File: config.mk
export PLATFORM = sky130hd
export DESIGN_NAME = cssb_ctrl
export DESIGN_NICKNAME = d
export VERILOG_FILES = /design/src/cssb_ctrl.v
export VERILOG_INCLUDE_DIRS = /design/src
export SDC_FILE = /design/constraint.sdc
export NUM_CORES = 1
export LEC_CHECK = 0
export BUFFER_PORTS_ARGS = -buffer_cell sky130_fd_sc_hd__buf_2
export CORE_ASPECT_RATIO = 2
export CORE_MARGIN = 2
export CORE_UTILIZATION = 46
export CTS_CLUSTER_DIAMETER = 60
export DETAILED_ROUTE_END_ITERATION = 10
export GPL_TIMING_DRIVEN = 0
export PLACE_DENSITY = 0.76
export SLEW_MARGIN = 20
export SYNTH_ARGS = -nofsm -noshare
export SYNTH_HDL_FRONTEND = slang
export SYNTH_SLANG_ARGS = --single-unit
File: constraint.sdc
create_clock -name pclk -period 2.1 [get_ports pclk]
set_clock_uncertainty 0.2 [all_clocks]
set_input_delay 0.42 -clock pclk [delete_from_list [all_inputs] [get_ports pclk]]
set_output_delay 0.42 -clock pclk [all_outputs]
set_load 0.01 [all_outputs]
File: src/cssb_map.vh
/*
 * register map, field positions, reset values and timing counts of the
 * can sleep / bus-off recovery control block.
 * assumes a 32-bit apb slave; every register takes one aligned word.
 */
// Summary of operation
// - software sets sleep_request; sleep follows a sync delay depending on bus activity.
// - pending transmit buffers are sent or aborted before sleep is entered.
// - a frame being received is finished; sleep starts when the bus next idles.
// - with no traffic, sleep is entered at once after the sync delay.
// - while asleep, sleep_request and sleep_ack both read as one.
// - sleep gates protocol clock; register access clock keeps running.
// - bus-off recovery counting of 128 x 11 recessive bits pauses during sleep.
// - can_tx_pin held recessive during sleep.
// - rx_full_flag stays readable and clearable during sleep.
// - no new message moves into rx foreground buffer while asleep.
// - tx buffers writable and empty flags clearable in sleep; no abort in sleep.
// - reconfigure: sleep, await ack, request init, await ack, write, clear init.
// - bus-off recovery automatic by default after 128 x 11 recessive bits.
// - user mode recovers once count done and busoff_hold cleared, any order.
`ifndef CSSB_MAP_VH
`define CSSB_MAP_VH
// byte offsets
`define CSSB_CTL0_ADDR 12'h000
`define CSSB_CTL1_ADDR 12'h004
`define CSSB_MISC_ADDR 12'h008
`define CSSB_STAT_ADDR 12'h00c
`define CSSB_TXF_ADDR 12'h010
`define CSSB_RXF_ADDR 12'h014
// can_control_0 fields
`define CSSB_C0_INIT_REQUEST 0
`define CSSB_C0_SLEEP_REQUEST 1
// can_control_1 fields
`define CSSB_C1_ENABLE 7
`define CSSB_C1_BUSOFF_RECOVERY_MODE 3
`define CSSB_C1_SLEEP_ACK 1
`define CSSB_C1_INIT_ACK 0
// status fields
`define CSSB_ST_BUSOFF 0
`define CSSB_ST_RXACT 1
`define CSSB_ST_TXACT 2
`define CSSB_ST_SLEEP 3
`define CSSB_ST_RXCNT_LSB 8
`define CSSB_CTL1_RST 8'h00
`define CSSB_MISC_RST 1'b1
`define CSSB_TXE_RST 3'b111
`define CSSB_RECESSIVE 1'b1
`define CSSB_OCC_NUM 128
`define CSSB_RBIT_NUM 11
`define CSSB_SYNC_NS 24
`endif

File: src/cssb_ctrl.v
/*
 * sleep, init and bus-off recovery control of a can controller.
 * assumes the protocol engine reports tx/rx activity, tx done, bit ticks,
 * received messages and bus-off entry as pclk-domain pulses and levels;
 * can_rx_pin is asynchronous and is synchronised here.
 */
`timescale 1ns/1ns
`include "cssb_map.vh"
module cssb_ctrl #(
    parameter NTX = 3,
    parameter CLK_NS = 8
) (
    // apb
    input wire pclk,
    input wire presetn,
    input wire psel,
    input wire penable,
    input wire pwrite,
    input wire [11:0] paddr,
    input wire [31:0] pwdata,
    output reg [31:0] prdata,
    output reg pready,
    output reg pslverr,
    // protocol engine
    input wire can_rx_pin,
    input wire eng_tx_bit,
    input wire eng_tx_active,
    input wire eng_rx_active,
    input wire eng_bit_tick,
    input wire eng_tx_done,
    input wire eng_busoff_set,
    input wire eng_rx_msg,
    // controls toward engine and pin
    output reg can_tx_pin,
    output reg proto_clk_en,
    output reg rx_fg_load,
    output reg [NTX-1:0] tx_abort_go,
    output reg busoff_q_out
);
    localparam integer SYNC_CYC = (`CSSB_SYNC_NS + CLK_NS - 1) / CLK_NS;
    localparam [2:0] ST_RUN = 3'b001;
    localparam [2:0] ST_WAIT = 3'b010;
    localparam [2:0] ST_SLEEP = 3'b100;
    reg [2:0] state_q;
    reg [7:0] ctl1_q;
    reg init_request_q, init_ack_q, sleep_request_q, busoff_hold_q, rxf_q, busoff_q;
    reg [NTX-1:0] txe_q, abtrq_q;
    reg [3:0] sync_q;
    reg [3:0] rbit_q;
    reg [7:0] occ_q;
    reg [31:0] rdata_d;
    reg rx_s1_q, rx_s2_q;
    wire wr = psel & penable & pwrite;
    wire rd = psel & ~penable & ~pwrite;
    wire asleep = state_q == ST_SLEEP;
    wire all_txe = &txe_q;
    wire busy = eng_tx_active | eng_rx_active;
    function hit;
        input [11:0] a;
        input [11:0] b;
        hit = a == b;
    endfunction
    wire mapped = hit(paddr, `CSSB_CTL0_ADDR) | hit(paddr, `CSSB_CTL1_ADDR) |
        hit(paddr, `CSSB_MISC_ADDR) | hit(paddr, `CSSB_STAT_ADDR) |
        hit(paddr, `CSSB_TXF_ADDR) | hit(paddr, `CSSB_RXF_ADDR);
    always @(posedge pclk or negedge presetn) begin
        if (!presetn) begin
            rx_s1_q <= 1'b1;
            rx_s2_q <= 1'b1;
        end else begin
            rx_s1_q <= can_rx_pin;
            rx_s2_q <= rx_s1_q;
        end
    end
    // sleep state machine
    always @(posedge pclk or negedge presetn) begin
        if (!presetn) begin
            state_q <= ST_RUN;
            sync_q <= 4'h0;
        end else begin
            case (state_q)
                ST_RUN: if (sleep_request_q) begin
                    state_q <= ST_WAIT;
                    sync_q <= SYNC_CYC[3:0];
                end
                ST_WAIT: if (!sleep_request_q) begin
                    state_q <= ST_RUN;
                end else if (sync_q != 4'h0) begin
                    sync_q <= sync_q - 4'h1;
                end else if (all_txe && !busy) begin
                    state_q <= ST_SLEEP;
                end
                ST_SLEEP: if (!sleep_request_q) begin
                    state_q <= ST_RUN;
                end
                default: state_q <= ST_RUN;
            endcase
        end
    end
    // registers written by software and flags set by hardware
    always @(posedge pclk or negedge presetn) begin
        if (!presetn) begin
            init_request_q <= 1'b1;
            init_ack_q <= 1'b1;
            sleep_request_q <= 1'b0;
            ctl1_q <= `CSSB_CTL1_RST;
            busoff_hold_q <= `CSSB_MISC_RST;
            txe_q <= `CSSB_TXE_RST;
            abtrq_q <= {NTX{1'b0}};
            rxf_q <= 1'b0;
        end else begin
            init_ack_q <= init_request_q & (asleep | ~sleep_request_q);
            if (wr && hit(paddr, `CSSB_CTL0_ADDR)) begin
                init_request_q <= pwdata[`CSSB_C0_INIT_REQUEST];
                sleep_request_q <= pwdata[`CSSB_C0_SLEEP_REQUEST];
            end
            if (wr && hit(paddr, `CSSB_CTL1_ADDR) && (init_ack_q || !ctl1_q[`CSSB_C1_ENABLE]))
                ctl1_q <= pwdata[7:0];
            // set beats clear: busoff entry re-arms hold
            if (eng_busoff_set)
                busoff_hold_q <= 1'b1;
            else if (wr && hit(paddr, `CSSB_MISC_ADDR) && pwdata[0])
                busoff_hold_q <= 1'b0;
            // tx empty flags cleared by one-write in sleep too
            if (wr && hit(paddr, `CSSB_TXF_ADDR)) begin
                txe_q <= (txe_q & ~pwdata[NTX-1:0]) | (eng_tx_done ? ~txe_q : {NTX{1'b0}});
                abtrq_q <= pwdata[NTX+7:8];
            end else if (eng_tx_done) begin
                txe_q <= {NTX{1'b1}};
            end
            // rx full: hardware set wins over software clear
            if (eng_rx_msg && !asleep)
                rxf_q <= 1'b1;
            else if (wr && hit(paddr, `CSSB_RXF_ADDR) && pwdata[0])
                rxf_q <= 1'b0;
        end
    end
    // bus-off recovery counter, frozen in sleep
    always @(posedge pclk or negedge presetn) begin
        if (!presetn) begin
            busoff_q <= 1'b0;
            rbit_q <= 4'h0;
            occ_q <= 8'h00;
        end else if (eng_busoff_set) begin
            busoff_q <= 1'b1;
            rbit_q <= 4'h0;
            occ_q <= 8'h00;
        end else if (busoff_q && !asleep) begin
            if (occ_q == `CSSB_OCC_NUM) begin
                if (!ctl1_q[`CSSB_C1_BUSOFF_RECOVERY_MODE] || !busoff_hold_q) begin
                    busoff_q <= 1'b0;
                    occ_q <= 8'h00;
                end
            end else if (eng_bit_tick) begin
                if (!rx_s2_q) begin
                    rbit_q <= 4'h0;
                end else if (rbit_q == `CSSB_RBIT_NUM - 1) begin
                    rbit_q <= 4'h0;
                    occ_q <= occ_q + 8'h01;
                end else begin
                    rbit_q <= rbit_q + 4'h1;
                end
            end
        end
    end
    always @* begin
        rdata_d = 32'h0;
        if (hit(paddr, `CSSB_CTL0_ADDR)) begin
            rdata_d[`CSSB_C0_INIT_REQUEST] = init_request_q;
            rdata_d[`CSSB_C0_SLEEP_REQUEST] = sleep_request_q;
        end else if (hit(paddr, `CSSB_CTL1_ADDR)) begin
            rdata_d[7:0] = ctl1_q;
            rdata_d[`CSSB_C1_SLEEP_ACK] = asleep;
            rdata_d[`CSSB_C1_INIT_ACK] = init_ack_q;
        end else if (hit(paddr, `CSSB_MISC_ADDR)) begin
            rdata_d[0] = busoff_hold_q;
        end else if (hit(paddr, `CSSB_STAT_ADDR)) begin
            rdata_d[`CSSB_ST_BUSOFF] = busoff_q;
            rdata_d[`CSSB_ST_RXACT] = eng_rx_active;
            rdata_d[`CSSB_ST_TXACT] = eng_tx_active;
            rdata_d[`CSSB_ST_SLEEP] = asleep;
            rdata_d[`CSSB_ST_RXCNT_LSB+7:`CSSB_ST_RXCNT_LSB] = occ_q;
        end else if (hit(paddr, `CSSB_TXF_ADDR)) begin
            rdata_d[NTX-1:0] = txe_q;
            rdata_d[NTX+7:8] = abtrq_q;
        end else if (hit(paddr, `CSSB_RXF_ADDR)) begin
            rdata_d[0] = rxf_q;
        end
    end
    // outputs registered; apb answers in the access cycle
    always @(posedge pclk or negedge presetn) begin
        if (!presetn) begin
            prdata <= 32'h0;
            pready <= 1'b0;
            pslverr <= 1'b0;
            can_tx_pin <= `CSSB_RECESSIVE;
            proto_clk_en <= 1'b0;
            rx_fg_load <= 1'b0;
            tx_abort_go <= {NTX{1'b0}};
            busoff_q_out <= 1'b0;
        end else begin
            pready <= psel & ~penable;
            pslverr <= psel & ~penable & ~mapped;
            if (rd)
                prdata <= rdata_d;
            can_tx_pin <= (asleep || !ctl1_q[`CSSB_C1_ENABLE]) ? `CSSB_RECESSIVE : eng_tx_bit;
            proto_clk_en <= ctl1_q[`CSSB_C1_ENABLE] & ~asleep;
            rx_fg_load <= eng_rx_msg & ~asleep & ~rxf_q;
            tx_abort_go <= asleep ? {NTX{1'b0}} : (abtrq_q & ~txe_q);
            busoff_q_out <= busoff_q;
        end
    end
endmodule

Word-level counts from Yosys, hierarchy flattened
Cells that the tools add are included.
- flip-flop bits (word level): 66
- input port bits: 57
- output and inout bits: 41
- logic and storage cells: 161
- add/sub/neg operators: 3
- eq/ne operators: 18
- muxes and demuxes: 52
- bitwise logic cells: 27
- reductions and logical operators: 38
- operators by type and width (cell ; number):
    $mux 8 ; 9
    $mux 4 ; 11
    $mux 3 ; 13
    $eq 12x4->1 const B ; 2
    $eq 12x5->1 const B ; 2
    $reduce_bool 2->1 ; 8
    $mux 14 ; 1
    $mux 1 ; 13
    $eq 12x3->1 const B ; 1
    $logic_not 12->1 ; 1
    $logic_and 1x1->1 ; 11
    $ne 2x2->1 const B ; 5
    $and 1x1->1 ; 9
    $pmux 3 s3 ; 1
    $reduce_and 3->1 ; 3
    $reduce_bool 3->1 ; 3
    $add 8x1->8 const B ; 1
    $eq 8x8->1 const B ; 1
    $pmux 4 s2 ; 1
    $reduce_and 4->1 ; 2
    $or 1x1->1 ; 7
    $and 3x3->3 ; 2
    $ne 3x3->1 const B ; 2
    $not 1->1 ; 6
    15 further kinds ; 23

Longest topological paths before layout
- depth in word-level cells: 8
- mapped depth: 8

Worst setup path before layout
OpenSTA, ideal clock, no wires.
- path type: flip-flop to flip-flop
- start point: register occ_q[0]
- end point: register occ_q[5]
- library setup time: 0.077 ns
- arrival time: 1.921 ns
- required time: 1.823 ns
- slack: -0.099 ns
- cell stages (with the launch flop): 9
- path buffers: 1
- clock period less this slack: 2.199 ns
- cells stage by stage: dfrtp_1 > inv_1 > ha_1 > and4bb_1 > a21oi_1 > a211o_1 > buf_6 > or4_1 > a21oi_1
- word-level cells in the longest chain between the ends: 7
- elaborated cells on any way between the ends: 13
- classes of those cells: 1 x add/sub; 2 x eq/ne; 6 x mux; 4 x reduce/logical
- RTL lines (element ; line ; text):
    start: declaration ; cssb_ctrl.v:50 ; reg [7:0] occ_q;
    start signal: assignment ; cssb_ctrl.v:159 ; occ_q <= occ_q + 8'h01;
    $add 8x1->8 ; cssb_ctrl.v:159 ;
    $mux 8 ; cssb_ctrl.v:157 ; end else if (rbit_q == `CSSB_RBIT_NUM - 1) begin
    $mux 8 ; cssb_ctrl.v:155 ; if (!rx_s2_q) begin
    $mux 8 ; cssb_ctrl.v:154 ; end else if (eng_bit_tick) begin
    $mux 8 ; cssb_ctrl.v:149 ; if (occ_q == `CSSB_OCC_NUM) begin
    $mux 8 ; cssb_ctrl.v:148 ; end else if (busoff_q && !asleep) begin
    $mux 8 ; cssb_ctrl.v:144 ; end else if (eng_busoff_set) begin
Several ways; a longest one is shown, not always the timed one. The select of a mux whose other input is x is not followed.
A chain may end at the register's enable or synchronous reset.

Final worst setup path
- start point: register occ_q[1]
- end point: register occ_q[5]
The elaborated chain is that of the path after synthesis.

==> out/results.md <==
* 64 — number of flip-flops and latches in the synthesized netlist
* 493 — non-filler instance count after layout
* negative hold slack, negative setup slack — failing checks
* 0.474 — initial core utilization
* sky130_fd_sc_hd__a21oi_2 — cell seen most often among critical-path stages
* sky130_fd_sc_hd__clkbuf_16 — Clock Tree Root
* sky130_fd_sc_hd__dfrtp_1 — most frequently used flop master after synthesis
* flop — Worst setup EP type
* 0.232 — overall routing resource usage
* 4 — drt pass-1 iters
* 1.11 — portion of the clock cycle consumed by the worst path in the final layout
* 58 x sky130_fd_sc_hd__buf_2, 51 x sky130_fd_sc_hd__dfrtp_1, 41 x sky130_fd_sc_hd__buf_4, 22 x sky130_fd_sc_hd__nand2_1, 22 x sky130_fd_sc_hd__nor2_1 — top library cells by usage in the layout, fill and taps aside
* 36.4% — area delta synth->final
* 0.471 — slew margin rel.
* -0.389 ns — setup slack at placement
* 0 — number of enable flip-flop cells after synthesis
* yes — unrepaired setup endpoints after global routing
* 1.00 — share of synthesized flip-flops with an asynchronous set or reset
* 42 — FP Rows
* 291 — synthesized instance count
* 2.16 ns — required time at the worst-slack endpoint
* 9 — number of CTS-inserted buffers
* 3110 um2 — area of the mapped netlist
* sky130_fd_sc_hd__or4_4 — slowest stage cell on the critical path
* 17.0 um — final routed wire length divided by cell count
* 2685 — total via count after detailed routing
* flop — type of element launching the critical path
* inv_2 -> ha_4 -> and4bb_1 -> a21oi_2 -> a211o_1 -> buf_6 -> or4_4 -> a21oi_2 — worst-path cell chain
* 0.794 ns — transition time at the pin with the least slew margin
* 13200 um — global-route wire length before repair
* 463 — count of nets after finishing
* 0.000699 W — total net switching power
* -0.225 ns — min setup slack post-route
* reg -> reg — type of the worst setup path
* 452 — Cells after DPL
* 0.917 — Final Wtd Congestion
* 2.38 ns — Arrival @ worst endpoint
* 0 — Final Slew Violations
* -0.0306 ns — Hold WS
* 0 — number of warnings issued by yosys
* done — TritonCTS clock tree
* complete, but fails checks — status
* 0 — antenna cells
* 58 — number of buffer cells added on primary ports
* 0.088 — combinational fraction of design power
* 0 — total congestion overflow
* -0.773 ns — Sum Neg Setup Slack
* in -> async — hold crit path type
* 517 — fill cell count
* 0.48 ns — maximum single-stage delay on the critical path
* 0 — Maximum Capacitance Violations
* 0 — antenna violations before repair
* 98 — # IOs
* 6570 um2 — core region area
* 2.02 nW — Leakage
* 7 — count of final setup violators
* 65 — largest net degree at the start of global routing
* 0.222 — switching share of power
* 0.518 — portion of the post-synthesis area used by sequential elements
* 64 — Sink Count
* 10.7 um2 — post-synthesis area per instance
* 179 — Iter 0 DRT Violations
* 30 — final hold viol count
* 7480 um2 — die area
* 0 — remaining antenna violation count
* 4 — biggest fanout along the worst timing path
* 2.33 ns — fin crit period
* 0.00244 W — Internal Dissipation
* 0 — Post-route DRC
* 2757 — number of global-route vias before repair
* 8390 um — aggregate routed wire length
* 0.504 — part of the power in the clock network
* 0.05 ns — clock slew at reported path FFs
* 740 nW/um2 — power density of the placed cells
* 2 — CTS max path bufs
* 0.33 ns — Clk Latency, worst-skew pair
* 430 MHz — top achievable clock speed
* 120 um — chip height
* 0.417 — ratio of cells with drive above 1 in the final layout
* 524 uV — maximum VDD drop
* 5.45 — via-per-instance ratio
* 3 — number of H-tree branching levels
* 58 — Yosys cell types
* 0.408 — part of the power in registers
* sky130_fd_sc_hd__buf_2 — leading cell type in the layout, fill and taps excluded
* 5450 um — sum of net half-perimeters after detailed placement
* 62.2 um — Die Width
* 8 — number of cells traversed by the worst register-to-register path
-- path summary, 6_finish.rpt --
| kind | from | slack, ns | end |
|---|---|---|---|
| max in group asynchronous | presetn | 1.15 | occ_q[4]$_DFFE_PN0P_ |
| worst max register to register | occ_q[1]$_DFFE_PN0P_ | -0.23 | occ_q[5]$_DFFE_PN0P_ |
| worst min register to register | rx_s1_q$_DFF_PN1_ | 0.16 | rx_s2_q$_DFF_PN1_ |
| worst max-delay path | occ_q[1]$_DFFE_PN0P_ | -0.23 | occ_q[5]$_DFFE_PN0P_ |
| worst min-delay path | presetn | -0.03 | prdata[7]$_DFFE_PN0P_ |
| min in group pclk | pwdata[1] | 0.07 | txe_q[1]$_DFFE_PN1P_ |
-- registers in the layout (all words and copies together), names as in the netlist --
| name | flops |
|---|---|
| can_tx_pin | 1 |
| occ_q | 8 |
| abtrq_q | 3 |
| rxf_q | 1 |
| ctl1_q | 6 |
| proto_clk_en | 1 |
| tx_abort_go | 3 |
| rx_s2_q | 1 |
| sync_q | 4 |
| busoff_q | 1 |
| prdata | 16 |
| init_ack_q | 1 |
| busoff_hold_q | 1 |
| rx_s1_q | 1 |
| busoff_q_out | 1 |
| state_q | 3 |
| rx_fg_load | 1 |
| pready | 1 |
| txe_q | 3 |
| sleep_request_q | 1 |
| pslverr | 1 |
| rbit_q | 4 |
| init_request_q | 1 |
-- area by class of cell --
cell class / instances / area, um2 / share of cell area
clock inverters: 4 / 70.1 / 0.0165
well taps: 88 / 110 / 0.0259
multi-input cells: 207 / 1520 / 0.357
repair buffers: 84 / 488 / 0.115
flip-flops and latches: 64 / 1620 / 0.381
clock buffers: 12 / 246 / 0.0580
plain buffers: 23 / 159 / 0.0374
inverters: 11 / 41.3 / 0.00972
-- power groups by stage --
stage          logic (W)  registers (W)  clock network [W]
2_1_floorplan   0.000122        0.00130                  0
3_3_place_gp    0.000212        0.00130                  0
3_5_place_dp    0.000215        0.00130                  0
4_1_cts         0.000251        0.00128            0.00162
5_1_grt         0.000300        0.00129            0.00166
6_report        0.000276        0.00128            0.00158
-- cell families after synthesis --
group                      after synthesis  synth area share
DFF                                     64             0.518
adders and majority gates                6            0.0241
muxes                                   14            0.0538
other                                    1           0.00120
buffers and inverters                   35            0.0651
AOI/OAI and AO/OA                       60             0.135
xor gates and xnor gates                 4            0.0112
and+or+nand+nor                        107             0.191
-- critical path: cells and delay by family (launching register included) --
kind	cells	cell delay, ns
compound gates	3	0.56
fa+ha+maj	1	0.12
flops	1	0.42
simple gates	2	0.73
buf+inv	2	0.23
-- layer usage --
metal	up-vias	global-route usage	part of all wire	wire length (um)
met3	32	0.0530	0.051	429
met4	0	0.179	0.052	437
met2	112	0.399	0.55	4610
met5	-	0	0	0
li1	1244	-	-	-
met1	1297	0.240	0.35	2910
-- cells in the mapped netlist, types with 5 or more instances --
| cell type | instances | area, um2 |
|---|---|---|
| sky130_fd_sc_hd__dfrtp_1 | 54 | 1350 |
| sky130_fd_sc_hd__nand2_1 | 22 | 82.6 |
| sky130_fd_sc_hd__nor2_1 | 22 | 82.6 |
| sky130_fd_sc_hd__buf_4 | 16 | 120 |
| sky130_fd_sc_hd__o21ai_0 | 13 | 65.1 |
| sky130_fd_sc_hd__nand3_1 | 12 | 60.1 |
| sky130_fd_sc_hd__inv_1 | 11 | 41.3 |
| sky130_fd_sc_hd__a21oi_1 | 10 | 50.1 |
| sky130_fd_sc_hd__dfstp_2 | 10 | 263 |
| sky130_fd_sc_hd__a22o_1 | 9 | 78.8 |
| sky130_fd_sc_hd__mux2_1 | 7 | 78.8 |
| sky130_fd_sc_hd__clkbuf_1 | 6 | 22.5 |
| sky130_fd_sc_hd__ha_1 | 6 | 75.1 |
| sky130_fd_sc_hd__nor3_1 | 6 | 30.0 |
| sky130_fd_sc_hd__nor3b_1 | 6 | 45.0 |
| sky130_fd_sc_hd__nor4_1 | 6 | 37.5 |
| sky130_fd_sc_hd__a31oi_1 | 5 | 31.3 |
| sky130_fd_sc_hd__mux2_2 | 5 | 56.3 |
| sky130_fd_sc_hd__nand2b_1 | 5 | 31.3 |
| sky130_fd_sc_hd__o31ai_1 | 5 | 37.5 |
-- repair_timing --
action / 4_1_cts / 5_1_grt
pin swaps: 12 / 10
cloned: 1 / 0
endpoints found under the setup margin: 13 / 28
gates resized for setup: 13 / 22
buffers inserted: 10 / 14
endpoints found under the hold margin: 1 / 0
hold buffers: 1 / 0
-- per-stage QoR --
| stage | cell area [um2] | power (W) | utilization |
|---|---|---|---|
| detailed placement | 3590 | 0.00151 | 0.547 |
| global route | 4250 | 0.00325 | 0.647 |
| global placement | 3590 | 0.00151 | 0.546 |
| finish | 4250 | 0.00314 | 0.647 |
| CTS | 4060 | 0.00315 | 0.618 |
| floorplan | 3190 | 0.00142 | - |
No activity file was read; power rests on OpenSTA's default activity.
